## config.mk

```make
export PLATFORM = sky130hd
export DESIGN_NAME = phpms_pin_mux
export DESIGN_NICKNAME = d
export VERILOG_FILES = /design/src/rtl/phpms_fifo.v /design/src/rtl/phpms_pin_mux.v
export VERILOG_INCLUDE_DIRS = /design/src /design/src/pkg
export SDC_FILE = /design/constraint.sdc
export NUM_CORES = 1
export LEC_CHECK = 0
export BUFFER_PORTS_ARGS = -buffer_cell sky130_fd_sc_hd__buf_2
export CAP_MARGIN = 30
export CORE_ASPECT_RATIO = 0.9
export CORE_MARGIN = 2
export CORE_UTILIZATION = 55
export DETAILED_ROUTE_END_ITERATION = 10
export GPL_ROUTABILITY_DRIVEN = 0
export PLACE_DENSITY_LB_ADDON = 0.05
export SLEW_MARGIN = 20
export SYNTH_ARGS = -nofsm -noshare
export SYNTH_HDL_FRONTEND = slang
export SYNTH_HIERARCHICAL = 1
export SYNTH_SLANG_ARGS = --single-unit
export TNS_END_PERCENT = 30
```

## constraint.sdc

```tcl
create_clock -name clk -period 3.41 [get_ports clk]
set_input_delay 0.682 -clock clk [delete_from_list [all_inputs] [get_ports clk]]
set_output_delay 0.682 -clock clk [all_outputs]
set_load 0.1 [all_outputs]
```

## src/pkg/phpms_defs.vh

```
`ifndef PHPMS_DEFS_VH
`define PHPMS_DEFS_VH

// ----------------------------------------------------------------
// Interface mode codes from the three strap bits
// ----------------------------------------------------------------
`define PHPMS_CFG_MII 3'h0
`define PHPMS_CFG_RMII 3'h1
`define PHPMS_CFG_SMII 3'h2
`define PHPMS_CFG_MII_PRE 3'h4
`define PHPMS_CFG_RMII_B2B 3'h5
`define PHPMS_CFG_MII_B2B 3'h6

// ----------------------------------------------------------------
// Strap reset values and fixed address bits
// ----------------------------------------------------------------
`define PHPMS_ADDR_RST 5'h01
`define PHPMS_ADDR_HI 2'h0
`define PHPMS_CFG_RST 3'h0
`define PHPMS_DUPLEX_RST 1'h0
`define PHPMS_ISO_RST 1'h0

// ----------------------------------------------------------------
// Sampled pin vector positions
// ----------------------------------------------------------------
`define PHPMS_P_RXD0 0
`define PHPMS_P_RXD1 1
`define PHPMS_P_RXD2 2
`define PHPMS_P_RXD3 3
`define PHPMS_P_RXDV 4
`define PHPMS_P_CRS 5
`define PHPMS_P_COL 6
`define PHPMS_P_RXER 7
`define PHPMS_P_REF 8
`define PHPMS_P_TXC 9
`define PHPMS_P_TXEN 10
`define PHPMS_P_TXD0 11
`define PHPMS_P_MDC 15
`define PHPMS_P_MDIO 16
`define PHPMS_NPINS 17

// ----------------------------------------------------------------
// Timing
// ----------------------------------------------------------------
`define PHPMS_CLK_MHZ 250
`define PHPMS_SETTLE_NS 16
`define PHPMS_SETTLE_CYC ((`PHPMS_SETTLE_NS*`PHPMS_CLK_MHZ+999)/1000)

// ----------------------------------------------------------------
// Receive FIFO shape: {err, valid, data[3:0]}
// ----------------------------------------------------------------
`define PHPMS_RXW 6
`define PHPMS_RXD 4

`endif

```

## src/rtl/phpms_fifo.v

```verilog
`default_nettype none

// ----------------------------------------------------------------
// Small synchronous FIFO, valid/ready on both sides
// ----------------------------------------------------------------
module phpms_fifo #(
	parameter W = 6,
	parameter D = 4,
	parameter AW = 2
) (
	// Clock, reset, enable
	input wire clk,
	input wire reset_n,
	input wire clkEn,
	// Fill side
	input wire inValid,
	output wire inReady,
	input wire [W-1:0] inData,
	// Drain side
	output wire outValid,
	input wire outReady,
	output wire [W-1:0] outData
);

	reg [W-1:0] mem [0:D-1]; // Storage words
	reg [AW-1:0] wrPtr_r; // Write index
	reg [AW-1:0] rdPtr_r; // Read index
	reg [AW:0] count_r; // Words held
	wire doWr;
	wire doRd;

	// Honest full and empty from the count
	assign inReady = (count_r != D[AW:0]);
	assign outValid = (count_r != {(AW+1){1'b0}});
	assign outData = mem[rdPtr_r];
	assign doWr = inValid & inReady;
	assign doRd = outValid & outReady;

	// Pointers and count; frozen while clkEn is low
	always @(posedge clk) begin
		if (!reset_n) begin
			wrPtr_r <= {AW{1'b0}};
			rdPtr_r <= {AW{1'b0}};
			count_r <= {(AW+1){1'b0}};
		end else if (clkEn) begin
			if (doWr)
				wrPtr_r <= wrPtr_r + 1'b1;
			if (doRd)
				rdPtr_r <= rdPtr_r + 1'b1;
			if (doWr & ~doRd)
				count_r <= count_r + 1'b1;
			else if (doRd & ~doWr)
				count_r <= count_r - 1'b1;
		end
	end

	// Storage write, no reset needed on data
	always @(posedge clk) begin
		if (clkEn & doWr)
			mem[wrPtr_r] <= inData;
	end

endmodule

`default_nettype wire

```

## src/rtl/phpms_pin_mux.v

```verilog
// How it works
// - Receive data 3,2,1 straps become address bits 0-2
// - Receive data 0 strap captured as duplex
// - Valid, carrier, collision straps give mode bits 2-0
// - Receive error strap captured as isolate
// - Strap pins undriven in reset and settling, then outputs per mode unless isolated
// - Mode code selects MII, RMII, SMII or variants
// - Upper two address bits always zero
// - Interrupt pin polarity selectable, active low default
// - Transmit clock driven in MII, input in back-to-back MII
// - Management clock input, data pin bidirectional
// - MII: four data, valid, clock, error, carrier, collision
// - RMII: carrier/valid, two data bits, error
// - SMII: serial receive stream on data bit 0
`include "phpms_defs.vh"
`default_nettype none

module phpms_pin_mux (
	// Clock, reset, enable
	input wire clk,
	input wire reset_n,
	input wire clkEn,
	// Reference clock pin
	input wire refClockIn,
	// Strap-shared receive pins
	input wire [3:0] rxdIn,
	output reg [3:0] rxdOut,
	output reg [3:0] rxdOe,
	input wire rxdvIn,
	output reg rxdvOut,
	output reg rxdvOe,
	input wire crsIn,
	output reg crsOut,
	output reg crsOe,
	input wire colIn,
	output reg colOut,
	output reg colOe,
	input wire rxerIn,
	output reg rxerOut,
	output reg rxerOe,
	// Receive clock pin
	output reg rxClkOut,
	// Transmit pins
	input wire txcIn,
	output reg txcOut,
	output reg txcOe,
	input wire txEnIn,
	input wire [3:0] txdIn,
	// Management pins
	input wire mdcIn,
	input wire mdioIn,
	output reg mdioOut,
	output reg mdioOe,
	// Interrupt pin
	output reg irqOut,
	// Core receive stream
	input wire rxWordValid,
	output wire rxWordReady,
	input wire [3:0] rxWordData,
	input wire rxWordDv,
	input wire rxWordErr,
	input wire carrierSense,
	input wire collision,
	// Core transmit stream
	output reg txStrobe,
	output reg txEnable,
	output reg [3:0] txData,
	// Core management side
	output reg mdcLevel,
	output reg mdioInLevel,
	input wire mgmtDataOut,
	input wire mgmtDataOe,
	// Core interrupt side
	input wire irqPending,
	input wire irqActiveHigh,
	// Captured straps
	output reg [4:0] mgmtAddress,
	output reg duplexStrap,
	output reg isolateStrap,
	output reg ifaceCfgBit2,
	output reg ifaceCfgBit1,
	output reg ifaceCfgBit0,
	output reg strapDone
);

	// ------------------------------------------------------------
	// Constants
	// ------------------------------------------------------------
	localparam ST_WAIT = 1'b0; // Settling after reset release
	localparam ST_RUN = 1'b1; // Straps held, pins driven
	localparam [31:0] SETTLE_LAST = `PHPMS_SETTLE_CYC - 1;
	localparam [3:0] SETTLE_LAST4 = SETTLE_LAST[3:0];

	// ------------------------------------------------------------
	// Pin synchronisers
	// ------------------------------------------------------------
	wire [`PHPMS_NPINS-1:0] pinRaw; // All pins from outside
	wire [`PHPMS_NPINS-1:0] pinF; // Filtered, agreed levels
	reg state_r; // Strap sequencer state
	reg [3:0] settle_r; // Settling counter
	reg refPrev_r; // Last filtered reference level
	reg txcPrev_r; // Last filtered transmit clock level
	wire [2:0] cfg; // Captured mode code
	wire modeMii;
	wire modeRmii;
	wire modeSmii;
	wire miiB2b;
	wire refEdge;
	wire txcEdge;
	wire sampleEdge;
	wire drive; // Pins may be driven now
	wire fifoValid;
	wire fifoReady;
	wire [`PHPMS_RXW-1:0] fifoWord;

	assign pinRaw = {mdioIn, mdcIn, txdIn, txEnIn, txcIn, refClockIn,
		rxerIn, colIn, crsIn, rxdvIn, rxdIn};

	// Three stages per pin, then accept a change only on agreement
	genvar gi;
	generate
		for (gi = 0; gi < `PHPMS_NPINS; gi = gi + 1) begin : gSync
			reg s1_r; // First stage, read only by s2_r
			reg s2_r;
			reg s3_r;
			reg f_r; // Filtered level
			// No reset here: the pulls settle while reset is held,
			// so capture reads them and not a cleared filter
			always @(posedge clk) begin
				if (clkEn) begin
					s1_r <= pinRaw[gi];
					s2_r <= s1_r;
					s3_r <= s2_r;
					if (s2_r == s3_r)
						f_r <= s3_r;
				end
			end
			assign pinF[gi] = f_r;
		end
	endgenerate

	// ------------------------------------------------------------
	// Mode decode and link clock edges
	// ------------------------------------------------------------
	assign cfg = {ifaceCfgBit2, ifaceCfgBit1, ifaceCfgBit0};
	assign modeMii = (cfg == `PHPMS_CFG_MII) |
		(cfg == `PHPMS_CFG_MII_PRE) | (cfg == `PHPMS_CFG_MII_B2B);
	assign modeRmii = (cfg == `PHPMS_CFG_RMII) |
		(cfg == `PHPMS_CFG_RMII_B2B);
	assign modeSmii = (cfg == `PHPMS_CFG_SMII);
	assign miiB2b = (cfg == `PHPMS_CFG_MII_B2B);
	// Reserved codes leave every data pin idle
	assign refEdge = pinF[`PHPMS_P_REF] & ~refPrev_r;
	assign txcEdge = pinF[`PHPMS_P_TXC] & ~txcPrev_r;
	// Back-to-back MII takes transmit timing from the partner
	assign sampleEdge = miiB2b ? txcEdge : refEdge;
	// Isolate keeps the data pins off the bus
	assign drive = (state_r == ST_RUN) & ~isolateStrap;
	assign fifoReady = (state_r == ST_RUN) & refEdge;

	// ------------------------------------------------------------
	// Receive FIFO; core stalls on rxWordReady when full
	// ------------------------------------------------------------
	phpms_fifo #(
		.W(`PHPMS_RXW),
		.D(`PHPMS_RXD),
		.AW(2)
	) uFifo (
		.clk(clk),
		.reset_n(reset_n),
		.clkEn(clkEn),
		.inValid(rxWordValid),
		.inReady(rxWordReady),
		.inData({rxWordErr, rxWordDv, rxWordData}),
		.outValid(fifoValid),
		.outReady(fifoReady),
		.outData(fifoWord)
	);

	// ------------------------------------------------------------
	// Strap sequencer and capture
	// ------------------------------------------------------------
	// Capture waits for the synchronisers to fill after release
	always @(posedge clk) begin
		if (!reset_n) begin
			state_r <= ST_WAIT;
			settle_r <= 4'h0;
			strapDone <= 1'b0;
			mgmtAddress <= `PHPMS_ADDR_RST;
			duplexStrap <= `PHPMS_DUPLEX_RST;
			isolateStrap <= `PHPMS_ISO_RST;
			{ifaceCfgBit2, ifaceCfgBit1, ifaceCfgBit0} <= `PHPMS_CFG_RST;
		end else if (clkEn) begin
			case (state_r)
				ST_WAIT: begin
					if (settle_r == SETTLE_LAST4) begin
						mgmtAddress <= {`PHPMS_ADDR_HI,
							pinF[`PHPMS_P_RXD1], pinF[`PHPMS_P_RXD2],
							pinF[`PHPMS_P_RXD3]};
						duplexStrap <= pinF[`PHPMS_P_RXD0];
						ifaceCfgBit2 <= pinF[`PHPMS_P_RXDV];
						ifaceCfgBit1 <= pinF[`PHPMS_P_CRS];
						ifaceCfgBit0 <= pinF[`PHPMS_P_COL];
						isolateStrap <= pinF[`PHPMS_P_RXER];
						strapDone <= 1'b1;
						state_r <= ST_RUN;
					end else begin
						settle_r <= settle_r + 4'h1;
					end
				end
				ST_RUN: begin
					state_r <= ST_RUN; // Held until next reset
				end
				default: begin
					state_r <= ST_WAIT;
				end
			endcase
		end
	end

	// ------------------------------------------------------------
	// Output enables of strap-shared pins and transmit clock
	// ------------------------------------------------------------
	// Enables low through reset and settling keep pulls readable
	always @(posedge clk) begin
		if (!reset_n) begin
			rxdOe <= 4'h0;
			rxdvOe <= 1'b0;
			crsOe <= 1'b0;
			colOe <= 1'b0;
			rxerOe <= 1'b0;
			txcOe <= 1'b0;
		end else if (clkEn) begin
			rxdOe <= {{2{drive & modeMii}},
				{drive & (modeMii | modeRmii)},
				{drive & (modeMii | modeRmii | modeSmii)}};
			rxdvOe <= drive & (modeMii | modeRmii);
			crsOe <= drive & modeMii;
			colOe <= drive & modeMii;
			rxerOe <= drive & (modeMii | modeRmii);
			txcOe <= drive & modeMii & ~miiB2b;
		end
	end

	// ------------------------------------------------------------
	// Receive pin data, one FIFO word per reference rising edge
	// ------------------------------------------------------------
	always @(posedge clk) begin
		if (!reset_n) begin
			rxdOut <= 4'h0;
			rxdvOut <= 1'b0;
			crsOut <= 1'b0;
			colOut <= 1'b0;
			rxerOut <= 1'b0;
			rxClkOut <= 1'b0;
			txcOut <= 1'b0;
			refPrev_r <= 1'b0;
			txcPrev_r <= 1'b0;
		end else if (clkEn) begin
			refPrev_r <= pinF[`PHPMS_P_REF];
			txcPrev_r <= pinF[`PHPMS_P_TXC];
			// Clock pins follow the filtered reference
			rxClkOut <= drive & modeMii & pinF[`PHPMS_P_REF];
			txcOut <= drive & modeMii & pinF[`PHPMS_P_REF];
			if (fifoReady) begin
				// Empty FIFO gives an idle word
				if (modeMii) begin
					rxdOut <= fifoValid ? fifoWord[3:0] : 4'h0;
					rxdvOut <= fifoValid & fifoWord[4];
					rxerOut <= fifoValid & fifoWord[5];
					crsOut <= carrierSense;
					colOut <= collision;
				end else if (modeRmii) begin
					rxdOut <= {2'h0, fifoValid ? fifoWord[1:0] : 2'h0};
					rxdvOut <= carrierSense |
						(fifoValid & fifoWord[4]);
					rxerOut <= fifoValid & fifoWord[5];
					crsOut <= 1'b0;
					colOut <= 1'b0;
				end else if (modeSmii) begin
					rxdOut <= {3'h0, fifoValid & fifoWord[0]};
					rxdvOut <= 1'b0;
					rxerOut <= 1'b0;
					crsOut <= 1'b0;
					colOut <= 1'b0;
				end else begin
					rxdOut <= 4'h0;
					rxdvOut <= 1'b0;
					rxerOut <= 1'b0;
					crsOut <= 1'b0;
					colOut <= 1'b0;
				end
			end
		end
	end

	// ------------------------------------------------------------
	// Transmit pin sampling toward the core
	// ------------------------------------------------------------
	// In SMII bit 0 is the serial stream and bit 1 the sync pulse
	always @(posedge clk) begin
		if (!reset_n) begin
			txStrobe <= 1'b0;
			txEnable <= 1'b0;
			txData <= 4'h0;
		end else if (clkEn) begin
			txStrobe <= (state_r == ST_RUN) & sampleEdge;
			if ((state_r == ST_RUN) & sampleEdge) begin
				txEnable <= (modeMii | modeRmii) & pinF[`PHPMS_P_TXEN];
				if (modeMii)
					txData <= pinF[`PHPMS_P_TXD0+3:`PHPMS_P_TXD0];
				else if (modeRmii | modeSmii)
					txData <= {2'h0,
						pinF[`PHPMS_P_TXD0+1:`PHPMS_P_TXD0]};
				else
					txData <= 4'h0;
			end
		end
	end

	// ------------------------------------------------------------
	// Management pins and interrupt pin
	// ------------------------------------------------------------
	// Core decodes frames on mdcLevel edges; data pin is tri-state
	always @(posedge clk) begin
		if (!reset_n) begin
			mdcLevel <= 1'b0;
			mdioInLevel <= 1'b0;
			mdioOut <= 1'b0;
			mdioOe <= 1'b0;
			irqOut <= 1'b1;
		end else if (clkEn) begin
			mdcLevel <= pinF[`PHPMS_P_MDC];
			mdioInLevel <= pinF[`PHPMS_P_MDIO];
			mdioOut <= mgmtDataOut;
			mdioOe <= mgmtDataOe;
			irqOut <= irqActiveHigh ? irqPending : ~irqPending;
		end
	end

endmodule

`default_nettype wire

```

==> flow_summary.json, run 1 <==
{
  "die_footprint_um2": 10700,
  "cp.arrival_ns": 1.69,
  "vias": 3175,
  "cts-htree-levels": 4,
  "detailedRoute.firstIterationViolations": 152,
  "core-area_um2": 9660,
  "worst-slew-pin-transition_ns": 0.746,
  "max_freq_mhz": 422,
  "cts_tree": "built",
  "worst-path-max-fanout": 16,
  "hold_viol_final": 0,
  "worstSetupPathType": "register to primary output",
  "synth.avg_cell_area_um2": 14.0,
  "timing.critical_path.from": "ifaceCfgBit0$_SDFFE_PN0P_",
  "reg2regPathDepth": 8,
  "final.period_utilization": 0.695,
  "nature_of_the_critical_path_endpoint": "primary output",
  "port-buffer-count": 72,
  "final.fill_count": 715,
  "timing.critical_path.cells": "buf_2",
  "route.detailed.wl_per_inst_um": 15.5,
  "worst_r2r_startpoint": "uFifo/count_r[0]$_SDFFE_PN0P_",
  "worst_ir_drop_vdd_v": 0.000399,
  "ioPinCount": 75,
  "yosys.area.top_type": "edfxtp_1",
  "r2r_setup_slack_ns": 1.22,
  "viasPerCell": 5.32,
  "insertion_delay_ns": 0.52,
  "outcome": "completed",
  "fp.dieW_um": 109,
  "post_synth_instance_area_um2": 5440,
  "worstPathBufferInverterCount": 1,
  "grt_first_pass_wirelength_mm": 15.2,
  "antenna_cells": 0,
  "finalCriticalPeriod_ns": 2.37,
  "area.sequential_um2": 3740,
  "power_leakage_nw": 2.44,
  "initial_core_util": 0.563,
  "place_hpwl_mm": 6.22,
  "setup.worst_path.start_class": "register",
  "cts.sinks": 141,
  "std_cell_rows": 34,
  "layout-drive-gt1-share": 0.238,
  "worst_hold_path_type": "input pin to register",
  "tritoncts.num_buffers": 17,
  "antenna_found_initial": 0,
  "synth_seq_cells": 141,
  "setup_total_negative_slack_ns": 0,
  "grt_usage": 0.191,
  "ctsRootBufferMaster": "clkbuf_8",
  "num-nets-final": 498,
  "slew_headroom": 0.489,
  "grt_busiest_layer": "met2",
  "die_h_um": 98.3,
  "cts.hold.buffers_added": 0,
  "synthTopCellsByArea": "edfxtp_1 51%, dfxtp_1 18%, mux2i_1 3.5%",
  "grt_util_met2": 0.277,
  "r2r-end": "uFifo/count_r[2]$_SDFFE_PN0P_",
  "clock_skew_ns": 0.00696,
  "route.final.wire_length_mm": 9.28,
  "synth_top_area_frac": 0.508,
  "maxCapViolations": 0,
  "crit_cells": 1,
  "worst_path_dominant_cell_family": "flip-flops",
  "drtAntennaViolNets": 0,
  "clkTransAtPathRegs_ns": 0.06,
  "rsz0062_at_grt": "no",
  "setup_viol": 0,
  "critical-path-slowest-cell": "dfxtp_1",
  "timing.critical_path.required_ns": 2.73,
  "worst_setup_path_endpoint": "ifaceCfgBit0",
  "final_core_util": 0.666,
  "synth.distinct_cells": 43,
  "postSynthCellCount": 387,
  "maximum_number_of_pins_on_one_net_before_global_route_repair": 32,
  "hold_depth": 1,
  "syn_to_final_growth_pct": 18.2,
  "synth.yosys.warnings": 6,
  "footprint_of_the_multi_input_gates_um2": 1520,
  "detail_route.first_pass.iterations": 5,
  "ys_seq_area_frac": 0.689,
  "groute.layer.met3.usage": 0.0607,
  "cts_max_path_buffers": 2,
  "grt_pass1_vias": 3089,
  "powerDensity_nw_per_um2": 612,
  "overall_overflow_remaining_after_global_route": 0,
  "fin_max_slew_vios": 0,
  "hold_slack_ns": 0.336,
  "cts.repair_timing.setup_buffer_count": 0,
  "critical_path.max_stage_delay_ns": 0.64,
  "drc": 0,
  "ctsResizeCount": 0,
  "use_met1": 0.267
}
stage by stage:
stage / total power, mW / setup slack (ns) / cells / area (um2)
CTS: 3.98 / 1.03 / 597 / 6430
detailed placement: 2.22 / 1.06 / 565 / 5860
global route: 4.07 / 0.971 / 597 / 6430
floorplan: 2.15 / 0.955 / 388 / 5440
global placement: 2.21 / 1.14 / 564 / 5850
finish: 3.93 / 1.04 / 597 / 6430
routing by layer:
metal / routed length [um] / share of wire
met1: 4440 / 0.48
met2: 4270 / 0.46
met3: 491 / 0.053
met4: 81 / 0.0087
met5: 0 / 0
report_power, final:
| part | switching [mW] | leakage (nW) | total, mW | internal, mW |
|---|---|---|---|---|
| registers | 0.0409 | 1.27 | 1.95 | 1.91 |
| clock network | 0.650 | 0.277 | 1.75 | 1.10 |
| logic | 0.153 | 0.887 | 0.235 | 0.0819 |
how the worst min path moves through the flow:
stage,slack [ns],start,end
after detailed placement,0.40,gSync[6].s1_r$_DFFE_PP_,gSync[6].s2_r$_DFFE_PP_
after floorplan,0.40,gSync[0].s1_r$_DFFE_PP_,gSync[0].s2_r$_DFFE_PP_
after CTS,0.30,colIn,gSync[6].s1_r$_DFFE_PP_
after global placement,0.40,gSync[2].s1_r$_DFFE_PP_,gSync[2].s2_r$_DFFE_PP_
final,0.34,colIn,gSync[6].s1_r$_DFFE_PP_
after global routing,0.30,txdIn[2],gSync[13].s1_r$_DFFE_PP_
synthesized netlist by cell type, drive strengths merged:
cell     instances
a21o             1
a21oi           23
a221o            1
and2            25
and2b            1
and3             1
and3b            1
and4b            1
buf             13
clkbuf          14
conb             1
dfxtp           49
edfxtp          92
fa               1
ha               6
inv              7
mux2i           19
mux4             6
nand2           27
nand2b          10
nand3           12
nand3b           3
nand4            3
nand4b           6
nor2             9
nor2b            6
nor3b            1
nor4b            1
o2111ai          2
o211ai           1
o21a             2
o21ai           11
o311ai           1
o32a             1
or3              3
or3b             2
or4              3
xnor2           20
xor2             1
state kept, by name, indices dropped and copies added, names as in the netlist, 3 cells and up, named ones only:
register	cells
gSync.s1_r	17
gSync.s3_r	17
uFifo/count_r	3
settle_r	4
rxdOut	4
rxdOe	3
uFifo/mem	24
mgmtAddress	3
txData	4
gSync.f_r	17
gSync.s2_r	17
cells in the final DEF (no fill, tap or decap), drive strengths merged, types with 6 or more instances in the layout:
| master | instances |
|---|---|
| a21oi | 23 |
| and2 | 25 |
| buf | 78 |
| clkbuf | 17 |
| clkinv | 10 |
| dfxtp | 49 |
| edfxtp | 92 |
| ha | 6 |
| inv | 8 |
| mux2i | 19 |
| mux4 | 6 |
| nand2 | 27 |
| nand2b | 10 |
| nand3 | 12 |
| nand4b | 6 |
| nor2 | 9 |
| nor2b | 6 |
| o21ai | 11 |
| xnor2 | 20 |
layout make-up:
class | count | share of cell area
Multi-Input combinational cell | 213 | 0.236
Clock buffer | 17 | 0.0644
Tap cell | 126 | 0.0245
Sequential cell | 141 | 0.582
Clock inverter | 15 | 0.0237
Timing Repair Buffer | 78 | 0.0646
Inverter | 7 | 0.00409
cells by family after synthesis:
group | Yosys count | synth area share
compound gates | 43 | 0.0453
xor+xnor | 21 | 0.0338
fa+ha+maj | 7 | 0.0175
buf+inv | 34 | 0.0329
flops | 141 | 0.689
mux | 25 | 0.0598
other cells | 1 | 0.000690
simple gates | 115 | 0.121
No activity file was read; power rests on OpenSTA's default activity.
==> run 2, diff against run 1 <==
- clock period: 3.41 -> 2.5 ns (I/O delays scaled with it)
==> run 2 against run 1 <==
Effect of this change: cell area up 1.4%; sequential cell count unchanged; register-to-register slack worse by 0.93 ns; utilization up 0.93 points; clock skew up 0.0043 ns; setup slack worse by 0.75 ns; sequential share of layout area down 0.81 points; final cell count down 0.17%; clock power up 58%; largest cell class unchanged; hold slack worse by 0.18 ns; global-route usage about the same; combinational power up 35%.
==> flow_summary.json, run 2 (synthesized netlist as in run 1, its figures left out) <==
{
  "dp_slack_ns": 0.352,
  "slew_headroom": 0.653,
  "maxCapViolations": 0,
  "share_seq_of_total_power": 0.462,
  "setup_total_negative_slack_ns": 0,
  "p_sw_mw": 1.20,
  "tritoncts.num_buffers": 17,
  "ioPinCount": 75,
  "final_cell_mix": "92 x edfxtp_1, 71 x buf_2, 49 x dfxtp_1, 27 x nand2_1, 25 x and2_1",
  "powerDensity_nw_per_um2": 882,
  "vias": 3142,
  "hold_viol_final": 0,
  "max_freq_mhz": 453,
  "fp.dieW_um": 109,
  "p_int_mw": 4.54,
  "worst-slew-pin-transition_ns": 0.521,
  "worst_hold_path_type": "input pin to register",
  "most_common_cell_after_layout_fill_and_taps_aside": "edfxtp_1",
  "critical_path.max_stage_delay_ns": 0.53,
  "outcome": "completed",
  "detailedRoute.firstIterationViolations": 117,
  "grt_first_pass_wirelength_mm": 15.0,
  "worst_path_dominant_cell_family": "simple AND/OR/NAND/NOR gates",
  "timing.critical_path.required_ns": 2.90,
  "drtAntennaViolNets": 0,
  "clock_skew_ns": 0.0113,
  "ctsResizeCount": 0,
  "critical-path-slowest-cell": "or3_1",
  "std_cell_rows": 34,
  "setup_viol": 0,
  "final.period_utilization": 0.883,
  "finalCriticalPeriod_ns": 2.21,
  "grt_usage": 0.191,
  "power_leakage_nw": 2.47,
  "most_frequent_cell_on_the_critical_path": "nand2_1",
  "cp.arrival_ns": 2.61,
  "syn_to_final_growth_pct": 19.9,
  "setup.worst_path.start_class": "register",
  "overall_overflow_remaining_after_global_route": 0,
  "ctsRootBufferMaster": "clkbuf_8",
  "footprint_of_the_multi_input_gates_um2": 1520,
  "cts.hold.buffers_added": 0,
  "worstSetupPathType": "register to register",
  "num-nets-final": 497,
  "die_h_um": 98.3,
  "setup_slack_ns": 0.293,
  "route.final.wire_length_mm": 9.39,
  "insertion_delay_ns": 0.52,
  "worst-path-max-fanout": 8,
  "grt_pass1_vias": 3023,
  "switching_power_share_of_the_total": 0.210,
  "cts.sinks": 141,
  "share_clk_of_total_power": 0.483,
  "timing.critical_path.cells": "or3_1 -> nand2_1 -> ha_1 -> inv_1 -> fa_1 -> xnor2_1 -> nand2_1 -> mux2i_1",
  "rsz0062_at_grt": "no",
  "cts_tree": "built",
  "maximum_number_of_pins_on_one_net_before_global_route_repair": 71,
  "core-area_um2": 9660,
  "cts.repair_timing.setup_buffer_count": 0,
  "final_core_util": 0.675,
  "pwr-share-comb": 0.055,
  "nature_of_the_critical_path_endpoint": "register",
  "clkTransAtPathRegs_ns": 0.06,
  "fin_max_slew_vios": 0,
  "antenna_cells": 0,
  "area.sequential_um2": 3740,
  "die_footprint_um2": 10700,
  "port-buffer-count": 72,
  "cts-htree-levels": 4,
  "layout-drive-gt1-share": 0.245,
  "worst_ir_drop_vdd_v": 0.000625,
  "route.detailed.wl_per_inst_um": 15.7,
  "antenna_found_initial": 0,
  "drc": 0,
  "detail_route.first_pass.iterations": 4,
  "viasPerCell": 5.27,
  "place_hpwl_mm": 6.15,
  "initial_core_util": 0.563,
  "cts_max_path_buffers": 2,
  "largest_register_ff_count": 24,
  "largest-register": "uFifo/mem",
  "worstPathBufferInverterCount": 1,
  "final.fill_count": 696
}
-- run 2: cell count changes in the layout (fill, tap and decap cells not counted), moves of 2 or more --
| cell | change |
|---|---|
| bufinv_16 | +3 |
| clkinv_1 | -6 |
| clkinv_2 | -3 |
| clkinvlp_4 | +2 |
| clkbuf_1 | +2 |
-- run 2: worst paths after layout --
| path | start | end | slack (ns) | cells past startpoint |
|---|---|---|---|---|
| worst min-delay path | txdIn[1] | gSync[12].s1_r$_DFFE_PP_ | 0.15 | 1 |
| worst max-delay path | uFifo/count_r[1]$_SDFFE_PN0P_ | uFifo/count_r[2]$_SDFFE_PN0P_ | 0.29 | 8 |
| worst min register to register | gSync[9].s1_r$_DFFE_PP_ | gSync[9].s2_r$_DFFE_PP_ | 0.42 | 0 |
| worst max register to register | uFifo/count_r[1]$_SDFFE_PN0P_ | uFifo/count_r[2]$_SDFFE_PN0P_ | 0.29 | 8 |
-- run 2: power by group through the flow --
stage          registers [mW]  clock network (mW)  logic [mW]
2_1_floorplan            2.74                   0       0.183
3_3_place_gp             2.70                   0       0.309
3_5_place_dp             2.71                   0       0.317
4_1_cts                  2.66                2.83       0.320
5_1_grt                  2.67                2.94       0.348
6_report                 2.66                2.77       0.317
-- run 2: routing by layer --
metal | up-vias | routed length, um | share of wire | track usage
met3 | 12 | 478 | 0.051 | 0.0668
met2 | 79 | 4320 | 0.46 | 0.281
met1 | 1518 | 4480 | 0.48 | 0.264
met5 | - | 0 | 0 | 0
met4 | 0 | 108 | 0.012 | 0.0730
li1 | 1533 | - | - | -
-- run 2: layout make-up --
type	count	share of cell area
clock buffers	19	0.0647
clock inverters	13	0.0365
inverters	7	0.00403
multi-input cells	213	0.233
flip-flops and latches	141	0.574
well taps	126	0.0242
repair buffers	77	0.0634
-- run 2: metrics by stage --
step	instances	cell area [um2]	total power [mW]	hold WS (ns)
2_1_floorplan	388	5440	2.93	0.400
3_3_place_gp	564	5860	3.01	0.402
3_5_place_dp	564	5860	3.02	0.405
4_1_cts	596	6520	5.81	0.124
5_1_grt	596	6520	5.96	0.117
6_report	596	6520	5.75	0.152
==> run 3, diff against run 2 <==
- RECOVER_POWER: not set -> 100
==> run 3 against run 2 <==
Effect of this change: clock-buffer cell count did not move; critical endpoint is now colOut; sequential cell count did not move; global-route usage did not move; final cell count did not move; combinational power fell by 3%; largest cell class unchanged; utilization fell by 0.56 points; register-to-register slack barely moved; setup slack got worse by 0.036 ns; clock skew rose by 0.00085 ns.
==> flow_summary.json, run 3 (synthesized netlist as in run 1, its figures left out) <==
{
  "timing.critical_path.required_ns": 2.00,
  "post-layout-total-power_mw": 5.75,
  "overall_overflow_remaining_after_global_route": 0,
  "antenna_found_initial": 0,
  "setup_viol": 0,
  "final_cells": 596,
  "critical-path-slowest-cell": "clkbuf_1",
  "std_cell_rows": 34,
  "power_leakage_nw": 2.33,
  "worst-slew-pin-transition_ns": 1.17,
  "hold_crit_start": "rxerIn",
  "most_common_cell_after_layout_fill_and_taps_aside": "edfxtp_1",
  "route.final.wire_length_mm": 9.47,
  "die_footprint_um2": 10700,
  "slew_headroom": 0.221,
  "setup.worst_path.start_class": "register",
  "cts_tree": "built",
  "ctsRootBufferMaster": "clkbuf_8",
  "outcome": "completed",
  "hold_viol_final": 0,
  "grt_usage": 0.191,
  "fp.dieW_um": 109,
  "worst_r2r_startpoint": "uFifo/count_r[1]$_SDFFE_PN0P_",
  "num-nets-final": 497,
  "finish.instance_area_um2": 6460,
  "ioPinCount": 75,
  "placed_cells": 564,
  "worst-path-max-fanout": 2,
  "timing.critical_path.from": "colOut$_SDFFE_PN0P_",
  "viasPerCell": 5.29,
  "cts.sinks": 141,
  "max_freq_mhz": 446,
  "worst_hold_path_type": "input pin to register",
  "final_cell_mix": "92 x edfxtp_1, 49 x dfxtp_1, 27 x nand2_1, 25 x clkbuf_1, 25 x buf_2",
  "initial_core_util": 0.563,
  "drc": 0,
  "placedInstanceArea_um2": 5860,
  "die_h_um": 98.3,
  "cts_max_path_buffers": 2,
  "vias": 3151,
  "rsz0062_at_grt": "no",
  "detail_route.first_pass.iterations": 4,
  "clock_skew_ns": 0.0121,
  "final_core_util": 0.669,
  "setup_total_negative_slack_ns": 0,
  "tritoncts.num_buffers": 17,
  "final.period_utilization": 0.897,
  "fin_max_slew_vios": 0,
  "nature_of_the_critical_path_endpoint": "primary output",
  "worstPathBufferInverterCount": 1,
  "powerDensity_nw_per_um2": 889,
  "largest-register": "uFifo/mem",
  "drtAntennaViolNets": 0,
  "port-buffer-count": 72,
  "syn_to_final_growth_pct": 18.9,
  "ctsResizeCount": 0,
  "antenna_cells": 0,
  "maximum_number_of_pins_on_one_net_before_global_route_repair": 71,
  "timing.critical_path.cells": "clkbuf_1",
  "clkTransAtPathRegs_ns": 0.06,
  "final.fill_count": 711,
  "route.detailed.wl_per_inst_um": 15.9,
  "core-area_um2": 9660,
  "place_hpwl_mm": 6.15,
  "cts-htree-levels": 4,
  "cp.arrival_ns": 1.74,
  "largest_register_ff_count": 24,
  "cts.repair_timing.setup_buffer_count": 0,
  "setup_slack_ns": 0.257,
  "grt_first_pass_wirelength_mm": 15.0,
  "maxCapViolations": 0,
  "dp_slack_ns": 0.352,
  "worst_ir_drop_vdd_v": 0.000625,
  "critical_path.max_stage_delay_ns": 0.87,
  "detailedRoute.firstIterationViolations": 112,
  "layout-drive-gt1-share": 0.191,
  "finalCriticalPeriod_ns": 2.24,
  "worst_path_dominant_cell_family": "buffers and inverters",
  "grt_pass1_vias": 3023,
  "worstSetupPathType": "register to primary output",
  "hold_slack_ns": 0.149,
  "insertion_delay_ns": 0.52,
  "cts.hold.buffers_added": 0
}
## run 3: changes by cell type in the layout (fill, tap and decap cells not counted), sizes merged
cell / delta
clkbuf: +48
buf: -48
## run 3: area by class of cell
cell class	count	area, um2	share of cell area
clock buffer	19	422	0.0652
tap	126	158	0.0244
inverter	7	26.3	0.00407
timing repair buffer	77	365	0.0565
sequential	141	3740	0.579
clock inverter	13	238	0.0368
multi-input combinational	213	1510	0.234
## run 3: path summary, 6_finish.rpt
path / slack [ns] / to / depth (start not counted)
worst max-delay path: 0.26 / colOut / 1
worst min-delay path: 0.15 / gSync[7].s1_r$_DFFE_PP_ / 1
worst max register to register: 0.29 / uFifo/count_r[2]$_SDFFE_PN0P_ / 8
worst min register to register: 0.42 / gSync[9].s2_r$_DFFE_PP_ / 0
## run 3: layer usage
metal  up-vias  global-route usage  wire length (um)  share of wire
met4         0              0.0730                99          0.010
met2        83               0.281              4390           0.46
li1       1530                   -                 -              -
met5         -                   0                 0              0
met1      1528               0.264              4510           0.48
met3        10              0.0668               465          0.049
## run 3: power by group
group          switching, mW  total [mW]  internal, mW  leakage (nW)
logic                  0.207       0.309         0.102         0.743
registers             0.0541        2.66          2.60          1.27
clock network          0.948        2.78          1.83         0.309
total                   1.21        5.75          4.54          2.33
